## config.mk

```make
export PLATFORM = sky130hd
export DESIGN_NAME = synth_one_ctrl
export DESIGN_NICKNAME = d
export VERILOG_FILES = /design/src/rtl/synth_one_ctrl.v /design/src/rtl/link_sync.v
export VERILOG_INCLUDE_DIRS = /design/src /design/src/rtl
export SDC_FILE = /design/constraint.sdc
export NUM_CORES = 1
export LEC_CHECK = 0
export BUFFER_PORTS_ARGS = -buffer_cell sky130_fd_sc_hd__buf_4
export CORE_ASPECT_RATIO = 0.6
export CORE_MARGIN = 5
export CORE_UTILIZATION = 49
export CTS_CLUSTER_DIAMETER = 80
export DETAILED_ROUTE_END_ITERATION = 6
export GPL_ROUTABILITY_DRIVEN = 0
export GPL_TIMING_DRIVEN = 0
export PLACE_DENSITY = 0.75
export SYNTH_ARGS = -nofsm -noshare
export SYNTH_HDL_FRONTEND = slang
export SYNTH_HIERARCHICAL = 1
export SYNTH_SLANG_ARGS = --single-unit
export TNS_END_PERCENT = 5
```

## constraint.sdc

```tcl
create_clock -name mclk_in -period 1.1 [get_ports mclk_in]
set_clock_uncertainty 0.05 [all_clocks]
set_input_delay 0.11 -clock mclk_in [delete_from_list [all_inputs] [get_ports mclk_in]]
set_output_delay 0.11 -clock mclk_in [all_outputs]
set_load 0.02 [all_outputs]
```

## src/rtl/synth_ctrl_defines.vh

```
// Constants for the serial control words and output select.
// Assumes inclusion by bare name from the design files.
`ifndef SYNTH_CTRL_DEFINES_VH
`define SYNTH_CTRL_DEFINES_VH
`define FRAME_BITS        22
`define ADDR_SYNTH_TWO_REF 2'h0
`define ADDR_SYNTH_TWO_FB  2'h1
`define ADDR_SYNTH_ONE_REF 2'h2
`define ADDR_SYNTH_ONE_FB  2'h3
`define REF_RATIO_LSB     2
`define REF_RATIO_MSB     16
`define REF_POL_BIT       17
`define REF_PUMP_BIT      18
`define REF_FLOAT_BIT     19
`define REF_SEL_HI_BIT    20
`define REF_SEL_LO_BIT    21
`define FB_SWALLOW_LSB    2
`define FB_SWALLOW_MSB    8
`define FB_BINARY_LSB     9
`define FB_BINARY_MSB     19
`define FB_PRESCALE_BIT   20
`define FB_POWER_BIT      21
`define WORD_RESET        22'h000000
`define SEL_LOW           4'h0
`define SEL_FASTLOCK      4'h3
`define SEL_LOCK_TWO      4'h4
`define SEL_LOCK_ONE      4'h8
`define SEL_LOCK_BOTH     4'hc
`define SEL_RST_TWO       4'h7
`define SEL_RST_ONE       4'hb
`define SEL_RST_ALL       4'hf
`endif

```

## src/rtl/synth_one_ctrl.v

```verilog
// Serial control words of synthesizer one and output select logic.
// Assumes a host drives data, clock and load strobe pins asynchronously;
// divider and lock signals arrive from logic on mclk_in.
//
// Summary of operation
// RULE_01 - Reference ratio in reference bits 2 to 16
// RULE_02 - Host never loads reference ratio below 3
// RULE_03 - Reference bit 17 sets detector polarity
// RULE_04 - Reference bit 18 selects pump current level
// RULE_05 - Reference bit 19 floats pump output immediately
// RULE_06 - Float and power bits decoded together
// RULE_07 - Combinations: normal, float, sync, async powerdown
// RULE_08 - Swallow count in feedback bits 2 to 8
// RULE_09 - Swallow count accepts 0 to 127
// RULE_10 - Binary count in feedback bits 9 to 19
// RULE_11 - Host keeps binary count 3 to 2047
// RULE_12 - Feedback bit 20 selects prescaler ratio
// RULE_13 - Feedback bit 21 powers synthesizer down
// RULE_14 - Select built from both reference words
// RULE_15 - One internal signal routed to pin
// RULE_16 - Select 0000 drives pin low
// RULE_17 - Divider codes drive pin push-pull
// RULE_18 - Select 0011 gives open-drain fastlock
// RULE_19 - Lock codes drive lock detect push-pull
// RULE_20 - Reset codes drive low, hold counters
// RULE_21 - 22-bit frame, MSB first, address last
// RULE_22 - Load strobe rise copies data to word
// RULE_23 - Address picks one of four words
// RULE_24 - Host keeps binary count not below swallow
// RULE_25 - Words hold until addressed again
`timescale 1ns/10ps
`default_nettype none
`include "synth_ctrl_defines.vh"
module synth_one_ctrl (
	input  wire        mclk_in,
	input  wire        rst_n_in,
	input  wire        serial_data_in,
	input  wire        serial_clk_in,
	input  wire        load_strobe_in,
	input  wire        two_ref_div_in,
	input  wire        one_ref_div_in,
	input  wire        two_fb_div_in,
	input  wire        one_fb_div_in,
	input  wire        two_lock_in,
	input  wire        one_lock_in,
	input  wire        fastlock_in,
	output reg  [14:0] reference_divide_ratio_out,
	output reg         phase_detector_polarity_out,
	output reg         pump_current_level_out,
	output reg         pump_float_control_out,
	output reg  [6:0]  swallow_count_out,
	output reg  [10:0] feedback_binary_count_out,
	output reg         prescaler_ratio_select_out,
	output reg         synth_power_off_out,
	output reg         sync_powerdown_out,
	output reg         async_powerdown_out,
	output reg  [3:0]  multi_function_output_select_out,
	output reg         mfo_pin_out,
	output reg         mfo_pin_oe_n_out,
	output reg         synth_one_counter_reset_out,
	output reg         synth_two_counter_reset_out
);
	localparam MODE_ACTIVE = 4'h1;   // One-hot operating modes
	localparam MODE_FLOAT  = 4'h2;
	localparam MODE_SYNC   = 4'h4;
	localparam MODE_ASYNC  = 4'h8;

	wire [2:0]  pins_sync;           // Synchronised data, clock, strobe
	reg         clk_prev_r;          // Last sampled link clock level
	reg         le_prev_r;           // Last sampled strobe level
	reg  [21:0] shift_r;             // Incoming frame
	reg  [21:0] synth_one_reference_word_r;
	reg  [21:0] synth_one_feedback_word_r;
	reg  [1:0]  two_sel_bits_r;      // Select bits held in second ref word
	reg  [3:0]  mode_nxt;            // Decoded operating mode
	reg  [3:0]  sel_nxt;             // Assembled output select
	reg         pin_nxt;             // Pin level for current select
	reg         oe_n_nxt;            // Pin enable, low drives
	wire        clk_rise;            // Link clock rising edge
	wire        le_rise;             // Load strobe rising edge

	// Bring the three link pins into the clock domain
	link_sync #(
		.WIDTH(3)
	) u_sync (
		.mclk_in (mclk_in),
		.rst_n_in(rst_n_in),
		.async_in({serial_data_in, serial_clk_in, load_strobe_in}),
		.sync_out(pins_sync)
	);

	assign clk_rise = pins_sync[1] & ~clk_prev_r;
	assign le_rise  = pins_sync[0] & ~le_prev_r;

	// Decode float and powerdown bits into one mode
	function [3:0] mode_of;
		input float_bit;
		input power_bit;
		begin
			case ({float_bit, power_bit})   // [RULE_06] [RULE_07]
			2'b00:   mode_of = MODE_ACTIVE;
			2'b10:   mode_of = MODE_FLOAT;
			2'b01:   mode_of = MODE_SYNC;
			default: mode_of = MODE_ASYNC;
			endcase
		end
	endfunction

	// Shift frame on clock edges, load word on strobe edges
	always @(posedge mclk_in) begin
		if (!rst_n_in) begin
			clk_prev_r                 <= 1'b0;
			le_prev_r                  <= 1'b0;
			shift_r                    <= `WORD_RESET;
			synth_one_reference_word_r <= `WORD_RESET;
			synth_one_feedback_word_r  <= `WORD_RESET;
			two_sel_bits_r             <= 2'h0;
		end else begin
			clk_prev_r <= pins_sync[1];
			le_prev_r  <= pins_sync[0];
			if (clk_rise) begin
				// MSB enters first and ends in bit 21
				shift_r <= {shift_r[20:0], pins_sync[2]};   // [RULE_21]
			end
			if (le_rise) begin
				// Only the addressed word changes [RULE_25]
				case (shift_r[1:0])   // [RULE_22] [RULE_23]
				`ADDR_SYNTH_ONE_REF: begin
					synth_one_reference_word_r <= shift_r;
				end
				`ADDR_SYNTH_ONE_FB: begin
					synth_one_feedback_word_r <= shift_r;
				end
				`ADDR_SYNTH_TWO_REF: begin
					two_sel_bits_r <= {shift_r[`REF_SEL_HI_BIT],
						shift_r[`REF_SEL_LO_BIT]};
				end
				default: begin
					// Second feedback word: fields not kept here
				end
				endcase
			end
		end
	end

	// Assemble select, pick mode and pin behaviour
	always @* begin
		mode_nxt = mode_of(synth_one_reference_word_r[`REF_FLOAT_BIT],
			synth_one_feedback_word_r[`FB_POWER_BIT]);
		sel_nxt = {synth_one_reference_word_r[`REF_SEL_HI_BIT],
			two_sel_bits_r[1],
			synth_one_reference_word_r[`REF_SEL_LO_BIT],
			two_sel_bits_r[0]};   // [RULE_14]
		pin_nxt  = 1'b0;
		oe_n_nxt = 1'b0;
		case (sel_nxt)   // [RULE_15]
		`SEL_LOW:       pin_nxt = 1'b0;   // [RULE_16]
		4'h1, 4'h9:     pin_nxt = two_ref_div_in;   // [RULE_17]
		4'h2, 4'ha:     pin_nxt = one_ref_div_in;   // [RULE_17]
		4'h5, 4'hd:     pin_nxt = two_fb_div_in;    // [RULE_17]
		4'h6, 4'he:     pin_nxt = one_fb_div_in;    // [RULE_17]
		`SEL_FASTLOCK: begin
			// Open drain: pull low only when fastlock asserts
			pin_nxt  = 1'b0;
			oe_n_nxt = ~fastlock_in;   // [RULE_18]
		end
		`SEL_LOCK_TWO:  pin_nxt = two_lock_in;      // [RULE_19]
		`SEL_LOCK_ONE:  pin_nxt = one_lock_in;      // [RULE_19]
		`SEL_LOCK_BOTH: pin_nxt = one_lock_in & two_lock_in; // [RULE_19]
		default:        pin_nxt = 1'b0;   // Reset codes drive low [RULE_20]
		endcase
	end

	// Register all outputs from the held words and the pin inputs
	always @(posedge mclk_in) begin
		if (!rst_n_in) begin
			reference_divide_ratio_out       <= 15'h0000;
			phase_detector_polarity_out      <= 1'b0;
			pump_current_level_out           <= 1'b0;
			pump_float_control_out           <= 1'b0;
			swallow_count_out                <= 7'h00;
			feedback_binary_count_out        <= 11'h000;
			prescaler_ratio_select_out       <= 1'b0;
			synth_power_off_out              <= 1'b0;
			sync_powerdown_out               <= 1'b0;
			async_powerdown_out              <= 1'b0;
			multi_function_output_select_out <= 4'h0;
			mfo_pin_out                      <= 1'b0;
			mfo_pin_oe_n_out                 <= 1'b0;
			synth_one_counter_reset_out      <= 1'b0;
			synth_two_counter_reset_out      <= 1'b0;
		end else begin
			reference_divide_ratio_out <= synth_one_reference_word_r
				[`REF_RATIO_MSB:`REF_RATIO_LSB];   // [RULE_01]
			phase_detector_polarity_out <=
				synth_one_reference_word_r[`REF_POL_BIT];   // [RULE_03]
			pump_current_level_out <=
				synth_one_reference_word_r[`REF_PUMP_BIT];  // [RULE_04]
			// Follows the word at once, no divider event awaited
			pump_float_control_out <=
				synth_one_reference_word_r[`REF_FLOAT_BIT]; // [RULE_05]
			swallow_count_out <= synth_one_feedback_word_r
				[`FB_SWALLOW_MSB:`FB_SWALLOW_LSB];   // [RULE_08] [RULE_09]
			feedback_binary_count_out <= synth_one_feedback_word_r
				[`FB_BINARY_MSB:`FB_BINARY_LSB];     // [RULE_10]
			prescaler_ratio_select_out <=
				synth_one_feedback_word_r[`FB_PRESCALE_BIT]; // [RULE_12]
			synth_power_off_out <=
				synth_one_feedback_word_r[`FB_POWER_BIT];    // [RULE_13]
			sync_powerdown_out  <= mode_nxt[2];   // [RULE_07]
			async_powerdown_out <= mode_nxt[3];   // [RULE_07]
			multi_function_output_select_out <= sel_nxt;
			mfo_pin_out      <= pin_nxt;
			mfo_pin_oe_n_out <= oe_n_nxt;
			synth_one_counter_reset_out <= (sel_nxt == `SEL_RST_ONE) |
				(sel_nxt == `SEL_RST_ALL);   // [RULE_20]
			synth_two_counter_reset_out <= (sel_nxt == `SEL_RST_TWO) |
				(sel_nxt == `SEL_RST_ALL);   // [RULE_20]
		end
	end
endmodule
`default_nettype wire

```

## src/rtl/link_sync.v

```verilog
// Two-flop synchroniser for a group of pin levels.
// Assumes inputs are asynchronous to mclk_in.
`timescale 1ns/10ps
`default_nettype none
module link_sync #(
	parameter WIDTH = 3
) (
	input  wire             mclk_in,
	input  wire             rst_n_in,
	input  wire [WIDTH-1:0] async_in,
	output reg  [WIDTH-1:0] sync_out
);
	reg [WIDTH-1:0] meta_r;   // First stage, read only by second stage

	// Two stages; first feeds nothing but the second
	always @(posedge mclk_in) begin
		if (!rst_n_in) begin
			meta_r   <= {WIDTH{1'b0}};
			sync_out <= {WIDTH{1'b0}};
		end else begin
			meta_r   <= async_in;
			sync_out <= meta_r;
		end
	end
endmodule
`default_nettype wire

```

==> results <==
- The number of buffers inserted by port buffering is ~60.
- The count of synthesis-stage warnings from yosys is 6.
- Leaving out fill and tap cells, the most frequent cells in the layout are 114 x sky130_fd_sc_hd__dfxtp_1, 104 x sky130_fd_sc_hd__nand2_1, 63 x sky130_fd_sc_hd__buf_4.
- The max-cap violation count is 0.
- Before antenna repair, the detailed router went through 4 iterations.
- The detailed-route vias per instance is a little under 5.
- In the synthesized netlist the async set-or-reset flop fraction comes to 0%.
- The pin slew with the least headroom to its limit is 0.4545 ns.
- The area added between synthesis and finish is 37.34%.
- The final number of hold-violating endpoints was 0.
- The checks that failed: setup timing.
- The CTS buffer count is 17.
- The core area is approximately 0.0074 mm².
- Setup violations remaining at the end of the flow were counted as 37.
- In the synthesized netlist the dominant register cell turns out to be sky130_fd_sc_hd__dfxtp_1.
- The final max-slew violation count is 0.
- The number of standard cells after synthesis is 383.
- IR analysis of the VDD net gives a maximum drop of 0.001292 V.
- Clock-pin slew was measured on the worst setup and hold paths at 0.05 ns.
- The count of different cell masters after synthesis is 24.
- The placed instances occupy a cell area of 0.004333 mm².
- A synthesized cell averages 9.817 µm².
- The min-delay analysis places its worst path in the category input port to flip-flop.
- The net count of the finished layout is 482.
- The number of buffers on the longest clock path is 2.
- The total wirelength of the detailed-routed design is 8466 µm.
- The clock period minus final worst setup slack is 1.153 ns.
- CTS placed an instance of sky130_fd_sc_hd__clkbuf_16 at the clock tree root.
- In the global route stage, overall resource usage came out at 19.34%.
- The initial antenna violation count is 0.
- After layout, the worst path uses 104.8% of the clock period.
- The via count of the first global-routing pass is 2,914.
- Counting flops and latches in the post-synthesis netlist gives between 100 and 150.
- The per-cell routed wire length is roughly 15 µm.
- The arrival time of the worst setup path is 1.40 ns.
- The floorplan step defined a die boundary enclosing 0.009582 mm².
- STA classifies the critical path endpoint as a flip-flop.
- Based on the critical path, the design can be clocked at up to 867.2 MHz.
- The type of the worst setup path is flip-flop to flip-flop.
- The CTS tree is done.
- The routed layout has about 2,800 vias.
- The number of placement rows is 24.
- The effective utilization at floorplan is 51.11%.
- The die span in y is 77.85 µm.
- In this run, the number of DRC markers left after iteration 0 of detailed routing was 159.
- The first global-routing pass estimated around 14,000 µm of wire.
- The count of nets left with antenna violations once routing finished came out at 0.
- The H-tree depth reported by CTS is 4.
- The power per cell area is 1838 mW/mm².
- In the final layout, the share of cells above drive strength 1 is a little over a quarter.
- The data required time at the worst endpoint is 1.35 ns.
- The cell area after technology mapping is 0.003760 mm².
- The number of top-level design ports is 60.
- The later pin in the worst-skew pair is clocked with a latency of 0.41 ns.
- In this run, synthesis inferred 0 flip-flops with an integrated enable.
- Clock tree synthesis found a total of 120 sinks.
- Entering global routing, the biggest net connects 17 pins.
- The worst setup path is launched from a flip-flop.
- Setup repair after global routing could not meet its margin everywhere.
- The post-synthesis net count is roughly 400.
- The library cell used most frequently in the layout, excluding fill and tap cells, is sky130_fd_sc_hd__dfxtp_1.
- After detailed routing, the number of remaining DRC violations is 0.
- The flow ran to the end, but the final reports show violations.
- The static leakage is 2.075 nW.
- Along the worst path, the maximum fanout reaches 5.
- Global routing finished with a remaining overflow of 0.
- Summing the sequential cell areas from Yosys gives 63.89% of the chip area.
- The aggregate negative setup slack is -0.6626 ns.
- The final design instance area without fill is 0.005164 mm².
- The remaining max-slew budget at the tightest pin is 69.70%.
- Detailed placement finished with a half-perimeter wire length of 5277 µm.
- Measured along the x axis, the die boundary spans 123.1 µm.
- The count of inserted antenna diode cells is 0.
- The worst setup slack after layout is -0.05313 ns.
==> timing repair <==
action,4_1_cts,5_1_grt
gates cloned,0,0
buffers inserted,2,2
resized for setup,65,15
hold buffers,5,0
pin swaps,4,3
endpoints found under the hold margin,7,0
setup endpoints to repair,62,61
==> critical path, cell delays in order (launching register included) <==
cell	delay (ns)
sky130_fd_sc_hd__dfxtp_2	0.31
sky130_fd_sc_hd__buf_6	0.12
sky130_fd_sc_hd__mux2i_2	0.21
sky130_fd_sc_hd__nor3b_1	0.08
sky130_fd_sc_hd__o31a_1	0.27
==> per-stage QoR <==
step,power [mW],util [%],cells,hold WS (ns),setup WS [ns]
floorplan,4.537,-,383,0.1364,-0.004408
global placement,4.600,58.89,546,0.2237,-0.2081
detailed placement,4.604,58.89,546,0.2313,-0.2983
CTS,9.551,69.52,581,0.1586,-0.05291
global route,9.806,70.19,583,0.1586,-0.1104
finish,9.492,70.19,583,0.1393,-0.05313
==> flip-flops by register name, indices dropped and copies added, names as in the netlist, 3 cells and up <==
name,cells
synth_one_feedback_word_r,20
u_sync/sync_out,3
u_sync/meta_r,3
shift_r,22
multi_function_output_select_out,4
feedback_binary_count_out,11
synth_one_reference_word_r,20
swallow_count_out,7
reference_divide_ratio_out,15
==> metal layers <==
layer  part of all wire [%]  global-route usage (%)
met1                     46                   23.45
met2                     45                   30.25
met3                    5.9                   6.977
met4                    2.8                   10.17
met5                      0                       0
==> layout make-up <==
cell class | instances | area, µm²
plain buffers | 23 | 230.2
clock buffers | 25 | 525.5
clock inverters | 3 | 15.01
fillers | 577 | 2193
inverters | 2 | 7.507
multi-input cells | 238 | 1311
flip-flops and latches | 120 | 2417
well taps | 104 | 130.1
repair buffers | 68 | 526.8
==> path summary, 6_finish.rpt <==
kind,endpoint,start,slack (ns),cells past startpoint
worst max-delay path,mfo_pin_out,two_sel_bits_r[1],-0.05,4
worst min-delay path,mfo_pin_out,two_ref_div_in,0.14,4
worst max register to register,mfo_pin_out,two_sel_bits_r[1],-0.05,4
worst min register to register,u_sync/sync_out[1],u_sync/meta_r[1],0.37,1
==> cell usage after synthesis, types with 2 or more instances <==
library cell,count,area share [%]
sky130_fd_sc_hd__clkbuf_4,2,0.40
sky130_fd_sc_hd__and3_1,2,0.33
sky130_fd_sc_hd__dfxtp_1,120,64
sky130_fd_sc_hd__inv_1,2,0.20
sky130_fd_sc_hd__nor2b_1,3,0.50
sky130_fd_sc_hd__a21boi_0,22,4.4
sky130_fd_sc_hd__nor3b_1,2,0.40
sky130_fd_sc_hd__clkbuf_1,14,1.4
sky130_fd_sc_hd__nand2_1,106,11
sky130_fd_sc_hd__buf_2,6,0.80
sky130_fd_sc_hd__mux2i_1,4,1.1
sky130_fd_sc_hd__o21ai_0,41,5.5
sky130_fd_sc_hd__and2_1,48,8.0
==> kinds of logic after synthesis <==
kind of cell / after synthesis / share of synthesized area, %
buffers and inverters: 25 / 3.095
AO/OA/AOI/OAI: 65 / 10.35
AND/OR/NAND/NOR: 169 / 21.60
multiplexers: 4 / 1.065
flip-flops: 120 / 63.89
==> power breakdown <==
| part | switching, mW | total, mW | internal (mW) |
|---|---|---|---|
| combinational | 0.0957 | 0.186 | 0.0901 |
| sequential | 0.00927 | 4.37 | 4.36 |
| clock | 1.71 | 4.93 | 3.22 |
No activity file was read; power rests on OpenSTA's default activity.
